<file path="src/core/cpu_regs_defines.svh">
// Notes on behaviour
// - Eight 32-bit general registers, address or data.
// - Data access at 32, 16 or 8 bits.
// - Each register splits into upper and lower halves.
// - Lower half splits into high and low bytes.
// - Each register's width chosen independently.
// - Register seven doubles as stack pointer.
// - Program counter is 24 bits wide.
// - Fetch address forces program counter bit zero.
// - Linear 16 Mbyte advanced addressing only.
// - Trace bit resets 0, read/write, no effect.
// - Extended control bits 6..3 read as one.
// - Ext mask field resets ones, no effect.
// - Condition code 8 bits, control instructions access.
// - N, Z, V, C drive branch decisions.
// - Mask bit blocks all but non-maskable interrupt.
// - Exception entry sets condition-code mask bit.
// - Condition code bits 6 and 4 are user bits.
// - Byte arithmetic half-carry from bit 3.
// - Word arithmetic half-carry from bit 11.
// - Longword arithmetic half-carry from bit 27.
// - Negative flag copies result sign bit.
// - Zero flag set when result is zero.
// - Overflow flag marks arithmetic overflow.
// - Carry flag: carry, borrow, shift out, accumulator.
`ifndef CPU_REGS_DEFINES_SVH
`define CPU_REGS_DEFINES_SVH

`define GPR_COUNT 8
`define STACK_GPR_INDEX 3'h7
`define PC_WIDTH 24
`define CCR_MASK_BIT 7
`define CCR_USER_HI_BIT 6
`define CCR_HALF_BIT 5
`define CCR_USER_LO_BIT 4
`define CCR_NEG_BIT 3
`define CCR_ZERO_BIT 2
`define CCR_OVF_BIT 1
`define CCR_CARRY_BIT 0
`define CCR_RESET 8'h80
`define EXR_TRACE_BIT 7
`define EXR_RESERVED 8'h78
`define EXR_RESET 8'h7f
`define EXR_WRITABLE 8'h87
`define HALF_BIT_BYTE 4
`define HALF_BIT_WORD 12
`define HALF_BIT_LONG 28

`endif

</file>
<file path="src/core/cpu_regs_pkg.sv">
package cpu_regs_pkg;

    // Access width of a general register view.
    typedef enum logic [1:0] {
        SZ_BYTE = 2'b00,
        SZ_WORD = 2'b01,
        SZ_LONG = 2'b10
    } size_t;

    // Operation applied to a control register by software.
    typedef enum logic [2:0] {
        CTL_NONE = 3'b000,
        CTL_LOAD = 3'b001,
        CTL_AND  = 3'b010,
        CTL_OR   = 3'b011,
        CTL_XOR  = 3'b100
    } ctl_op_t;

    // ALU operation class that decides the flag update.
    typedef enum logic [2:0] {
        ALU_NONE  = 3'b000,
        ALU_ADD   = 3'b001,
        ALU_SUB   = 3'b010,
        ALU_LOGIC = 3'b011,
        ALU_SHIFT = 3'b100
    } alu_class_t;

    // Register view selector: index plus view inside the register.
    // For bytes, upper picks the high byte; for words, the upper half.
    typedef struct packed {
        logic [2:0] index;
        size_t size;
        logic upper;
    } gpr_sel_t;

    // General register write request from the datapath.
    typedef struct packed {
        logic en;
        gpr_sel_t sel;
        logic [31:0] data;
    } gpr_wr_t;

    // Operands and result of one ALU step for flag generation.
    typedef struct packed {
        logic en;
        alu_class_t cls;
        size_t size;
        logic [31:0] a;
        logic [31:0] b;
        logic [31:0] result;
        logic carry_in;
        logic shift_out;
    } alu_flags_t;

    // Control register request from the control instructions.
    typedef struct packed {
        ctl_op_t op;
        logic to_exr;
        logic [7:0] imm;
    } ctl_req_t;

    // Whole state of the register file.
    typedef struct packed {
        logic [7:0][31:0] gpr;
        logic [23:0] pc;
        logic [7:0] extended_control;
        logic [7:0] condition_code;
        logic [31:0] rd_a;
        logic [31:0] rd_b;
        logic [23:0] fetch_addr;
        logic [7:0] ctl_rd;
        logic [3:0] cond;
        logic irq_ok;
    } regs_state_t;

endpackage

</file>
<file path="src/core/cpu_register_file.sv">
`timescale 1ns/10ps
`include "cpu_regs_defines.svh"

module cpu_register_file (
    input wire logic i_clk_sys,
    input wire logic i_rst,
    input wire cpu_regs_pkg::gpr_sel_t i_rd_sel_a,
    input wire cpu_regs_pkg::gpr_sel_t i_rd_sel_b,
    input wire cpu_regs_pkg::gpr_wr_t i_gpr_wr,
    input wire logic i_pc_load,
    input wire logic [23:0] i_pc_value,
    input wire logic i_pc_step,
    input wire cpu_regs_pkg::alu_flags_t i_alu,
    input wire logic i_bit_acc_wr,
    input wire logic i_bit_acc,
    input wire cpu_regs_pkg::ctl_req_t i_ctl,
    input wire logic i_exc_start,
    input wire logic i_irq_maskable,
    input wire logic i_irq_nmi,
    output logic [31:0] o_rd_a,
    output logic [31:0] o_rd_b,
    output logic [31:0] o_stack_ptr,
    output logic [23:0] o_fetch_addr,
    output logic [23:0] o_pc,
    output logic [7:0] o_ctl_rd,
    output logic [7:0] o_ccr,
    output logic [7:0] o_exr,
    output logic [3:0] o_cond,
    output logic o_irq_accept
);
    import cpu_regs_pkg::*;

    regs_state_t r;
    regs_state_t next_r;

    ////////////////////////////////////////////////////////////////////////
    // Read a view of one register, zero extended into 32 bits.
    function automatic logic [31:0] view_read(input logic [7:0][31:0] g,
                                              input gpr_sel_t s);
        logic [31:0] w;
        w = g[s.index];
        unique case (s.size)
            SZ_BYTE: view_read = s.upper ? {24'h00_0000, w[15:8]}
                                         : {24'h00_0000, w[7:0]};
            SZ_WORD: view_read = s.upper ? {16'h0000, w[31:16]}
                                         : {16'h0000, w[15:0]};
            default: view_read = w;
        endcase
    endfunction

    // Merge narrow write data into a register, keeping the rest.
    function automatic logic [31:0] view_merge(input logic [31:0] old,
                                               input gpr_sel_t s,
                                               input logic [31:0] d);
        logic [31:0] w;
        w = old;
        unique case (s.size)
            SZ_BYTE: begin
                if (s.upper) begin
                    w[15:8] = d[7:0];
                end else begin
                    w[7:0] = d[7:0];
                end
            end
            SZ_WORD: begin
                if (s.upper) begin
                    w[31:16] = d[15:0];
                end else begin
                    w[15:0] = d[15:0];
                end
            end
            default: w = d;
        endcase
        view_merge = w;
    endfunction

    // Sign bit position of an operand of the given size.
    function automatic int sign_pos(input size_t s);
        unique case (s)
            SZ_BYTE: sign_pos = 7;
            SZ_WORD: sign_pos = 15;
            default: sign_pos = 31;
        endcase
    endfunction

    // Apply a control instruction to an 8-bit control register.
    function automatic logic [7:0] ctl_apply(input logic [7:0] old,
                                             input ctl_op_t op,
                                             input logic [7:0] imm);
        unique case (op)
            CTL_LOAD: ctl_apply = imm;
            CTL_AND:  ctl_apply = old & imm;
            CTL_OR:   ctl_apply = old | imm;
            CTL_XOR:  ctl_apply = old ^ imm;
            default:  ctl_apply = old;
        endcase
    endfunction

    ////////////////////////////////////////////////////////////////////////
    // Next-state logic for every register and registered output.
    always_comb begin
        logic [32:0] sum;
        logic [31:0] res;
        logic [31:0] mask;
        logic [31:0] bop;
        logic cin;
        logic hc;
        int sp;
        int hb;
        logic [7:0] ctl_val;
        sum = 33'h0_0000_0000;
        res = 32'h0000_0000;
        mask = 32'h0000_0000;
        bop = 32'h0000_0000;
        cin = 1'b0;
        hc = 1'b0;
        sp = 31;
        hb = `HALF_BIT_LONG;
        ctl_val = 8'h00;
        next_r = r;

        if (i_gpr_wr.en) begin
            next_r.gpr[i_gpr_wr.sel.index] =
                view_merge(r.gpr[i_gpr_wr.sel.index], i_gpr_wr.sel,
                           i_gpr_wr.data);
        end

        if (i_pc_load) begin
            next_r.pc = i_pc_value;
        end else if (i_pc_step) begin
            next_r.pc = r.pc + 24'h00_0002;
        end

        // Flag update from the ALU; subtract is done as add of inverse.
        if (i_alu.en && i_alu.cls != ALU_NONE) begin
            sp = sign_pos(i_alu.size);
            unique case (i_alu.size)
                SZ_BYTE: begin
                    mask = 32'h0000_00ff;
                    hb = `HALF_BIT_BYTE;
                end
                SZ_WORD: begin
                    mask = 32'h0000_ffff;
                    hb = `HALF_BIT_WORD;
                end
                default: begin
                    mask = 32'hffff_ffff;
                    hb = `HALF_BIT_LONG;
                end
            endcase
            res = i_alu.result & mask;
            next_r.condition_code[`CCR_NEG_BIT] = res[sp];
            next_r.condition_code[`CCR_ZERO_BIT] = (res == 32'h0000_0000);
            if (i_alu.cls == ALU_ADD || i_alu.cls == ALU_SUB) begin
                bop = (i_alu.cls == ALU_SUB) ? ~i_alu.b : i_alu.b;
                bop = bop & mask;
                cin = (i_alu.cls == ALU_SUB) ? ~i_alu.carry_in
                                             : i_alu.carry_in;
                sum = {1'b0, i_alu.a & mask} + {1'b0, bop} + {32'h0, cin};
                hc = sum[hb] ^ i_alu.a[hb] ^ bop[hb];
                next_r.condition_code[`CCR_HALF_BIT] =
                    (i_alu.cls == ALU_SUB) ? ~hc : hc;
                next_r.condition_code[`CCR_CARRY_BIT] = (i_alu.cls == ALU_SUB)
                    ? ~sum[sp + 1] : sum[sp + 1];
                next_r.condition_code[`CCR_OVF_BIT] =
                    (i_alu.a[sp] == bop[sp]) && (res[sp] != i_alu.a[sp]);
            end else if (i_alu.cls == ALU_SHIFT) begin
                next_r.condition_code[`CCR_CARRY_BIT] = i_alu.shift_out;
                next_r.condition_code[`CCR_OVF_BIT] = 1'b0;
            end else begin
                next_r.condition_code[`CCR_OVF_BIT] = 1'b0;
            end
        end

        if (i_bit_acc_wr) begin
            next_r.condition_code[`CCR_CARRY_BIT] = i_bit_acc;
        end

        if (i_ctl.op != CTL_NONE) begin
            if (i_ctl.to_exr) begin
                ctl_val = ctl_apply(r.extended_control, i_ctl.op, i_ctl.imm);
                next_r.extended_control = (ctl_val & `EXR_WRITABLE) | `EXR_RESERVED;
            end else begin
                next_r.condition_code = ctl_apply(r.condition_code, i_ctl.op, i_ctl.imm);
            end
        end

        // exception entry masks, wins over software
        if (i_exc_start) begin
            next_r.condition_code[`CCR_MASK_BIT] = 1'b1;
        end

        // Read ports see the register state before this cycle's writes.
        next_r.rd_a = view_read(r.gpr, i_rd_sel_a);
        next_r.rd_b = view_read(r.gpr, i_rd_sel_b);
        next_r.fetch_addr = {next_r.pc[23:1], 1'b0};
        next_r.ctl_rd = (i_ctl.to_exr) ? next_r.extended_control : next_r.condition_code;
        next_r.cond = next_r.condition_code[3:0];
        next_r.irq_ok = i_irq_nmi
            || (i_irq_maskable && !next_r.condition_code[`CCR_MASK_BIT]);

        if (i_rst) begin
            // General registers and most flags are left alone by reset.
            next_r.pc = 24'h00_0000;
            next_r.extended_control = `EXR_RESET;
            next_r.condition_code[`CCR_MASK_BIT] = 1'b1;
            next_r.ctl_rd = 8'h00;
            next_r.irq_ok = 1'b0;
            next_r.fetch_addr = 24'h00_0000;
        end
    end

    // State register; reset is folded into the next-state logic above.
    always_ff @(posedge i_clk_sys) begin
        r <= next_r;
    end

    ////////////////////////////////////////////////////////////////////////
    // Outputs come straight from the state register.
    assign o_rd_a = r.rd_a;
    assign o_rd_b = r.rd_b;
    assign o_stack_ptr = r.gpr[`STACK_GPR_INDEX];
    assign o_fetch_addr = r.fetch_addr;
    assign o_pc = r.pc;
    assign o_ctl_rd = r.ctl_rd;
    assign o_ccr = r.condition_code;
    assign o_exr = r.extended_control;
    assign o_cond = r.cond;
    assign o_irq_accept = r.irq_ok;

endmodule

</file>
<file path="config.mk">
export PLATFORM = sky130hd
export DESIGN_NAME = cpu_register_file
export DESIGN_NICKNAME = d
export VERILOG_FILES = /design/src/core/cpu_regs_pkg.sv /design/src/core/cpu_register_file.sv
export VERILOG_INCLUDE_DIRS = /design/src /design/src/core
export SDC_FILE = /design/constraint.sdc
export NUM_CORES = 1
export LEC_CHECK = 0
export BUFFER_PORTS_ARGS = -buffer_cell sky130_fd_sc_hd__buf_2
export CORE_UTILIZATION = 55
export CTS_CLUSTER_DIAMETER = 150
export DETAILED_ROUTE_END_ITERATION = 8
export GPL_TIMING_DRIVEN = 0
export HOLD_SLACK_MARGIN = 0.1
export PLACE_DENSITY = 0.78
export SLEW_MARGIN = 10
export SYNTH_ARGS = -nofsm -noshare
export SYNTH_HDL_FRONTEND = slang
export SYNTH_SLANG_ARGS = --single-unit
</file>
<file path="constraint.sdc">
create_clock -name i_clk_sys -period 4.8 [get_ports i_clk_sys]
set_clock_uncertainty 0.1 [all_clocks]
set_input_delay 0 -clock i_clk_sys [delete_from_list [all_inputs] [get_ports i_clk_sys]]
set_output_delay 0 -clock i_clk_sys [all_outputs]
set_load 0.01 [all_outputs]
</file>
# == Word level (Yosys, flattened, before mapping) ==
# Cells that the tools add are included.
# word_totals
in_bits,200
elab_cells,143
ff_bits,374
out_inout_bits,173
# classes
addsub,4
n_reduce_logical,15
eq_ne,13
n_mux,69
n_lt_le_gt_ge,8
bitwise_logic,15
# op_table
cell,count
binary-select mux 32 bit (select 3 bit),3
bitwise mux 256 bit,1
2-to-1 mux 32 bit,8
case mux 32 bit (2 select lines),3
2-to-1 mux 16 bit,7
AND 32 bit,3
demux 32 bit (select 3 bit),1
< comparator 32 x 7 -> 1 bit (second input constant),2
< comparator 32 x 8 -> 1 bit (second input constant),2
case mux 16 bit (2 select lines),2
case mux 8 bit (4 select lines),2
2-to-1 mux 8 bit,7
2-to-1 mux 24 bit,2
adder 32 x 32 -> 33 bit,1
adder 33 x 1 -> 33 bit,1
adder 32 x 2 -> 32 bit (second input constant),1
zero test 32 bit,1
NOT 32 bit,1
binary-select mux 1 bit (select 5 bit),5
adder 24 x 2 -> 24 bit (second input constant),1
2-to-1 mux 1 bit,22
case mux 5 bit (2 select lines),2
AND 8 bit,2
OR 8 bit,2
other kinds (20),42

# == Longest topological paths before layout ==
# Gate-level depths: netlist of run 1.
# logic_depth
depth_word,21
depth_mapped,15
ltp_nobuf,12

# == Worst setup path after synthesis of run 1 ==
# OpenSTA, ideal clock, no wires.
# synth_timing
kind,input to register
from,input port i_gpr_wr[35] in the netlist's numbering
to,"register r[173] in the netlist's numbering, enable pin"
required_time_ns,4.239
setup_slack_ns,1.048
setup_time_ns,0.461
stages,5
arrival_time_ns,3.191
path_buffers,3
cell_sequence,buf_2 > buf_2 > buf_2 > nand2_1 > nor3_1
# synth_rtl
item,line_no,source
start: declaration,cpu_register_file.sv:9,"input wire cpu_regs_pkg::gpr_wr_t i_gpr_wr,"
end signal: assignment,cpu_register_file.sv:215,r <= next_r;
end: declaration,cpu_register_file.sv:33,regs_state_t r;

# == Worst setup path in the final report of run 1 ==
# layout_timing
from,input port i_alu[101] in the netlist's numbering
to,register r (netlist bit o_ctl_rd[0])
# layout_between
elab_chain_len,16
elab_cells_between_ends,23
cone_classes,add/sub (2); eq/ne (3); mux (13); bitwise (2); reduce/logical (3)
# layout_rtl
item,line_no,source
start: declaration,cpu_register_file.sv:13,"input wire cpu_regs_pkg::alu_flags_t i_alu,"
equality test 3 x 2 -> 1 bit,n/a,
2-to-1 mux 32 bit,cpu_register_file.sv:155,bop = (i_alu.cls == ALU_SUB) ? ~i_alu.b : i_alu.b;
AND 32 bit,cpu_register_file.sv:156,bop = bop & mask;
adder 32 x 32 -> 33 bit,cpu_register_file.sv:159,"sum = {1'b0, i_alu.a & mask} + {1'b0, bop} + {32'h0, cin};"
adder 33 x 1 -> 33 bit,cpu_register_file.sv:159,
binary-select mux 1 bit (select 6 bit),cpu_register_file.sv:164,? ~sum[sp + 1] : sum[sp + 1];
2-to-1 mux 1 bit (implied by the code) (2 in a row),cpu_register_file.sv:164,
NOT 1 bit,cpu_register_file.sv:164,
2-to-1 mux 1 bit,cpu_register_file.sv:164,
2-to-1 mux 2 bit,cpu_register_file.sv:154,if (i_alu.cls == ALU_ADD || i_alu.cls == ALU_SUB) begin
2-to-1 mux 4 bit *,cpu_register_file.sv:135,if (i_alu.en && i_alu.cls != ALU_NONE) begin
2-to-1 mux 1 bit *,cpu_register_file.sv:175,if (i_bit_acc_wr) begin
2-to-1 mux 8 bit,cpu_register_file.sv:180,if (i_ctl.to_exr) begin
2-to-1 mux 16 bit *,cpu_register_file.sv:179,if (i_ctl.op != CTL_NONE) begin
2-to-1 mux 8 bit *,cpu_register_file.sv:197,next_r.ctl_rd = (i_ctl.to_exr) ? next_r.extended_control : next_r.condition_code;
# Every way passes the cells marked *; elsewhere a longest branch is shown, timed or not. The select of a mux whose other input is x is not followed.
# A chain may end at the register's enable or synchronous reset.

==> results of run 1 <==
cell type report:
class | count | area share [%]
clock buffers | 53 | 3.92
diodes | 3 | 0.0272
inverters | 45 | 0.613
repair buffers | 494 | 11.8
multi-input cells | 1078 | 37.7
well taps | 525 | 2.38
flip-flops and latches | 369 | 36.1
plain buffers | 285 | 6.59
clock inverters | 19 | 0.831
placed cells by master (no fill, tap or decap), drive strengths merged, types with 8 or more instances in the layout:
cell         count
o21ai           80
nand3           16
nor2b           47
nor4             9
mux4           192
mux2i          102
mux2            28
a21oi           86
edfxtp         256
nor3            13
nand2           92
a2bb2oi          8
clkinv          12
a211oi          16
ha              56
nand2b          12
o22ai           20
xnor2           34
xor2            20
clkbuf         110
nand4           10
dfxtp          113
inv             43
dlygate4sd3    119
nor2           130
or3              9
and2            17
buf            603
a22o            16
critical path, cell delays in order:
cell and delay [ps]:
dlygate4sd3_1 540, buf_2 180, nor3b_2 190, buf_4 190, buf_1 520, xor2_1 200, fa_1 440, a21oi_1 130
o21ai_1 160, a2111oi_4 440, nor2_1 160, o2111a_1 280, a211oi_2 270, mux2i_1 330, o21ai_1 120, dlygate4sd3_1 570
power groups by stage:
stage	clock (mW)	combinational, mW	sequential (mW)
floorplan	0	1.02	3.70
global placement	0	1.50	3.74
detailed placement	0	1.56	3.74
CTS	3.13	1.66	3.67
global route	3.24	1.80	3.69
finish	3.14	1.70	3.68
registers in the layout, summed over array words and instances (netlist names):
register,cells
o_ccr,5
o_cond,3
o_ctl_rd,8
o_exr,8
o_irq_accept,1
o_pc,24
o_rd_a,32
o_rd_b,32
o_stack_ptr,32
r,224
metrics by stage:
| stage | utilization [%] | cells | instance area (um^2) | hold slack (ps) | setup WS [ps] |
|---|---|---|---|---|---|
| 2_1_floorplan | - | 1777 | 22300 | 17.4 | 1050 |
| 6_report | 69.2 | 2871 | 27600 | 121 | 423 |
| 3_3_place_gp | 62.1 | 2660 | 24700 | 110 | -1960 |
| 3_5_place_dp | 62.9 | 2677 | 25100 | 135 | 1000 |
| 4_1_cts | 69.2 | 2868 | 27600 | 107 | 441 |
| 5_1_grt | 69.2 | 2870 | 27600 | 137 | 219 |
worst max path at each step:
stage | slack (ps) | start | to
after floorplan | 1050 | i_gpr_wr[35] | r[173]
after global placement | -1960 | i_gpr_wr[35] | r[156]
after detailed placement | 1000 | i_alu[100] | o_ctl_rd[0]
after CTS | 440 | i_alu[101] | o_cond[0]
after global routing | 220 | i_alu[101] | o_cond[0]
final | 420 | i_alu[101] | o_ctl_rd[0]
kinds of logic (layout without fill, tap and decap cells):
kind of cell	count (synthesis)	in the layout	synth area share (%)
AND/OR/NAND/NOR	380	380	8.23
adder cells (fa/ha/maj)	57	57	3.24
AO/OA/AOI/OAI	264	264	7.39
other	1	4	0.0168
buffers and inverters	330	896	8.91
flip-flops	369	369	44.7
multiplexers	322	322	25.4
XOR/XNOR	54	54	2.12
layer usage:
metal  up-vias  share of wire (%)  track usage [%]
met3       303                 12             8.29
met1      8805                 33             41.2
met4         2                6.4             21.2
li1       7632                  -                -
met2      1449                 49             59.9
met5         -              0.018                0
==> key figures, run 1 <==
Clock tree
  • Root Buffer Master: clkbuf_16
  • Worst-skew pair later-pin latency: 540 ps
  • Post-CTS Setup Bufs: 0
  • Clock Tree Buf Depth: 3
  • CTS tree: done
  • Post-CTS Resized: 0
  • Clk slew on worst S/H paths: roughly 60 ps
  • Hold Buf Count CTS: about 120
  • Total CTS buffers: 40
  • Clock Sink Count: 369
  • H-tree levels: 2

Synthesis
  • #FFs+latches synth: 369
  • Top cells by area, synth: edfxtp_1 (35%), mux4_2 (19%), dfxtp_1 (10%)
  • Area of the mapped netlist: between 20000 and 25000 um^2
  • Synthesized Nets: a little over 2000
  • Yosys cell types: 68
  • Mean Syn Cell Area: 12.5 um^2
  • Post-synth EDFFs: 256
  • Synth Instances: roughly 1800
  • Count leader, synth: edfxtp_1
  • Top cell type's share of synthesized area: roughly 35%
  • YS warnings: 0
  • Top post-synthesis cells by count: edfxtp_1 (256), mux4_2 (192), buf_4 (186)
  • Post-synth top flop: edfxtp_1
  • Seq/Total Area, Yosys: between 40% and 50%
  • Async SR Flop Fraction: 0%
  • Synth area leader: edfxtp_1

Placed design
  • IO Port Bufs: ~360
  • Hpwl dp: about 52000 um
  • Gpl congestion: between 0.9 and 1

Route
  • DR iter-0 viols: approximately 2100
  • Residual DRC count: 0
  • Wire length per cell: around 26 um
  • Vias per cell: 6.34
  • Vias: 18191
  • DRT Wirelength: 74000 um
  • DRT Pass-1 Iters: 5
  • DRT antenna net count: 0

Setup path
  • Crit end category: flop
  • Crit path kind: primary input to flop
  • Critical path arrival: between 4000 and 5000 ps
  • CP Launch Type: primary input
  • Crit Path Max Fanout: 10
  • RR Endpoint: o_pc[23]
  • R2r setup slk: 1300 ps
  • R2R depth: 9
  • Critical path data required time: between 5000 and 6000 ps
  • Reg2reg start: o_pc[3]

STA
  • Setup violations, final: 0
  • Final Hold Viols: 0
  • Final period utilization: 91.2%
  • RSZ-0062 raised after global routing: false
  • Minimum clock period: between 4000 and 5000 ps
  • Fmax: between 200 and 250 MHz
  • Slew Limit Fails: 0
  • Rel. slew slack: between 30% and 40%
  • Slew @ Worst Pin: roughly 1000 ps
  • Post-route setup TNS: 0 ps

Global route
  • Gr ovfl total: 0
  • First-pass GRT wire length: between 100000 and 150000 um
  • Largest net degree at the start of global routing: 22
  • Initial antenna violation count: 4
  • GRT Total Usage: 35.5%
  • Vias in the first global route: 18035

Power and ir drop
  • Peak VDD IR: 0.000487 V
  • Clock share of power: 36.8%
  • P_int: 6.24 mW
  • Sw Ratio: between 20% and 30%
  • P_sw: 2.28 mW
  • Comb power frac: about 20%
  • Pwr Total: 8.51 mW
  • Reg power frac: between 40 and 50%
  • PwrDens: ~300 nW/um^2
  • P_leak: between 10 and 15 nW

Finish
  • Register area: 9950 um^2
  • Share of cells above drive strength 1: about two fifths
  • Layout area overhead: 23.8%
  • Multi-input logic area: between 10000 and 15000 um^2
  • FILL cells: between 2000 and 3000
  • Net count reported at finish: between 2000 and 3000

Hold path
  • Sink of the worst hold path: o_pc[16]
  • Hold path startpoint: i_pc_load
  • Worst hold path class: primary input to flop
  • Hold Crit Depth: 4

Die
  • Initial Utilization: between 50% and 60%
  • IO Pins: 373
  • Die Span Y: between 200 and 250 um
  • CORE AREA: roughly 40000 um^2
  • Die width: between 200 and 250 um
  • Row Count: between 70 and 80
  • Full die area: around 41000 um^2

Outcome
  • Status: finished clean

Job
  • Max Cap Viol: 0
Power figures use the tool's default switching activity.
==> inputs of run 2 (changes only) <==
Settings changed: PLACE_DENSITY 0.78 to 0.76.
==> run 2 against run 1 <==
  * Combinational power about the same
  * Routed wire length down 2.8%
  * First-iteration DRC count down 7.2%
  * Clock-buffer cell count down 1
  * Global-route usage down 0.62 points
  * Highest routed layer is now met4
==> key figures, run 2 (same netlist as run 1, synthesis figures left out) <==
Finish
  • Net count reported at finish: 2568 (-0.078%)
  • Most frequent cells in the layout: buf_2 (390), edfxtp_1 (256), buf_4 (192), mux4_2 (192), nor2_1 (122)
  • Top reg by flops: r
  • Flip-flop count of the largest register after layout: 224 (unchanged)
  • Design Area, Final: 27500 um^2 (-0.21%)
  • Share of cells above drive strength 1: 38.4% (+0.075 points)
  • Commonest non-fill, non-tap cell in the layout: buf_2
  • Layout area overhead: 23.5%

Outcome
  • Status: finished clean

Setup path
  • Critical path arrival: 4730 ps (+30 ps)
  • Crit end category: flop
  • Slowest CP cell: dlygate4sd3_1
  • R2R depth: 9 (unchanged)
  • RR Endpoint: o_irq_accept
  • Worst path max stage delay: 580 ps (about the same)
  • Critical path data required time: 5130 ps (about the same)
  • Crit Path Max Fanout: 10 (unchanged)
  • R2r setup slk: 1300 ps (about the same)
  • CP Launch Type: primary input
  • Critical path's most frequent cell: dlygate4sd3_1
  • Crit path kind: primary input to flop
  • Crit path cell chain: dlygate4sd3_1 > buf_2 > nor3b_2 > buf_4 > clkbuf_2 > xor2_1 > fa_1 > a21oi_1 > o21ai_1 > a2111oi_4 > nor2_1 > o2111a_1 > a211oi_2 > mux2i_1 > dlygate4sd3_1 > o21ai_1 > dlygate4sd3_1
  • Delay-heaviest family, CP: buffers and inverters
  • Reg2reg start: o_ccr[7]
  • Buf/Inv on CP: 6 (+1)

Die
  • Row Count: 73 (unchanged)
  • Die width: 203 um (unchanged)
  • CORE AREA: 39800 um^2 (unchanged)
  • IO Pins: 373 (unchanged)
  • Full die area: 41300 um^2 (unchanged)
  • Initial Utilization: 55.9% (unchanged)
  • Die Span Y: 203 um (unchanged)

STA
  • Slew Limit Fails: 0 (unchanged)
  • Final period utilization: 91.8% (+0.58 points)
  • RSZ-0062 raised after global routing: false
  • Setup violations, final: 0 (unchanged)
  • Fmax: 227 MHz (-0.64%)
  • Final Hold Viols: 0 (unchanged)
  • Final hold slack: 119 ps (-2.31 ps)
  • Rel. slew slack: 30.9% (-2.4 points)
  • Slew @ Worst Pin: 1040 ps (+36.0 ps)
  • Minimum clock period: 4400 ps (+28.0 ps)

Route
  • DRT Pass-1 Iters: 6 (+1)
  • Wire length per cell: 25.1 um (-2.7%)
  • Vias: 17912 (-1.5%)
  • DR iter-0 viols: 1926 (-7.2%)
  • DRT antenna net count: 0 (unchanged)
  • DRT Wirelength: 71900 um (-2.8%)
  • Vias per cell: 6.24 (-1.5%)
  • Residual DRC count: 0 (unchanged)

Power and ir drop
  • Peak VDD IR: 0.000343 V (-30%)
  • PwrDens: 307 nW/um^2 (-0.75%)
  • P_leak: 11.2 nW (about the same)

Clock tree
  • CTS tree: done
  • Root Buffer Master: clkbuf_16
  • H-tree levels: 2 (unchanged)
  • Total CTS buffers: 39 (-2.5%)
  • Clk slew on worst S/H paths: 60 ps (about the same)
  • Clock Sink Count: 369 (unchanged)
  • Clock Tree Buf Depth: 3 (unchanged)
  • Post-CTS Setup Bufs: 0 (unchanged)
  • Worst-skew pair later-pin latency: 560 ps (+20 ps)

Global route
  • GRT Total Usage: 34.9% (-0.62 points)
  • First-pass GRT wire length: 107000 um (-1.7%)
  • Initial antenna violation count: 4 (unchanged)
  • Vias in the first global route: 18154 (+0.66%)
  • Gr ovfl total: 0 (unchanged)
  • Largest net degree at the start of global routing: 22 (unchanged)

Placed design
  • Post-DP Area: 25000 um^2 (-0.12%)
  • Gpl congestion: 0.958 (+5.4%)
  • Hpwl dp: 51900 um (-0.95%)
  • IO Port Bufs: 358 (unchanged)

Job
  • Max Cap Viol: 0 (unchanged)

Hold path
  • Sink of the worst hold path: o_rd_a[9]
  • Worst hold path class: primary input to flop
  • Hold path startpoint: i_rd_sel_a[5]
  • Hold Crit Depth: 3 (-1)
-- run 2: cell count changes in the layout (fill, tap and decap cells not counted), moves of 2 or more --
| cell | previous run | this run |
|---|---|---|
| clkbuf_1 | 68 | 64 |
| clkbuf_8 | 1 | 3 |
| clkinv_1 | 6 | 8 |
| clkinvlp_4 | 4 | 0 |
| inv_6 | 0 | 3 |
| clkbuf_2 | 0 | 2 |
-- run 2: what timing repair did --
| item | in CTS | in global routing |
|---|---|---|
| hold buffers | 119 | 0 |
| setup endpoints to repair | 0 | 1 |
| resized for setup | 0 | 1 |
| endpoints found under the hold margin | 342 | 0 |
-- run 2: worst max path at each step --
| stage | startpoint | endpoint | slack, ps | cells past startpoint |
|---|---|---|---|---|
| floorplan | i_gpr_wr[35] | r[173] | 1050 | 5 |
| global placement | i_gpr_wr[35] | r[188] | -2050 | 6 |
| detailed placement | i_alu[100] | o_ctl_rd[0] | 1160 | 14 |
| CTS | i_alu[101] | o_ctl_rd[0] | 110 | 17 |
| global route | i_alu[101] | o_ctl_rd[0] | 50 | 18 |
| finish | i_alu[101] | o_ctl_rd[0] | 400 | 17 |
-- run 2: through the flow --
stage          setup WS [ps]  total power [mW]  utilization [%]  setup TNS (ps)  std cells
2_1_floorplan           1050              4.72                -               0       1777
3_3_place_gp           -2050              5.24             62.1         -192090       2660
3_5_place_dp            1160              5.30             62.8               0       2676
4_1_cts                  107              8.40             69.0               0       2866
5_1_grt                 51.0              8.67             69.1               0       2870
6_report                 395              8.43             69.1               0       2870
-- run 2: area by class of cell --
type / count / area [um^2]
well taps: 525 / 657
clock inverters: 19 / 199
flip-flops and latches: 369 / 9950
multi-input cells: 1078 / 10400
repair buffers: 493 / 3230
clock buffers: 52 / 1080
inverters: 45 / 169
plain buffers: 285 / 1820
fillers: 2734 / 12300
diodes: 4 / 10.0
-- run 2: metal layers --
metal  up-vias  wire length [um]  part of all wire, %  GRT usage [%]
li1       7647                 -                    -              -
met2      1310             34900                   49           58.6
met4         0              4830                  6.7           21.4
met1      8672             23400                   32           40.0
met5         -                 0                    0              0
met3       283              8800                   12           8.96
-- run 2: report_power, final --
part / leakage [nW] / switching (mW) / internal, mW / total, mW
sequential: 3.28 / 0.0979 / 3.58 / 3.67
clock: 0.635 / 1.26 / 1.80 / 3.07
combinational: 7.25 / 0.890 / 0.801 / 1.69
-- run 2: worst reg2reg max path, delay by kind of cell (launching register included) --
kind | cells | cell delay (ps)
AND/OR/NAND/NOR | 1 | 100
AO/OA/AOI/OAI | 4 | 600
flip-flops | 1 | 350
buffers and inverters | 4 | 2290
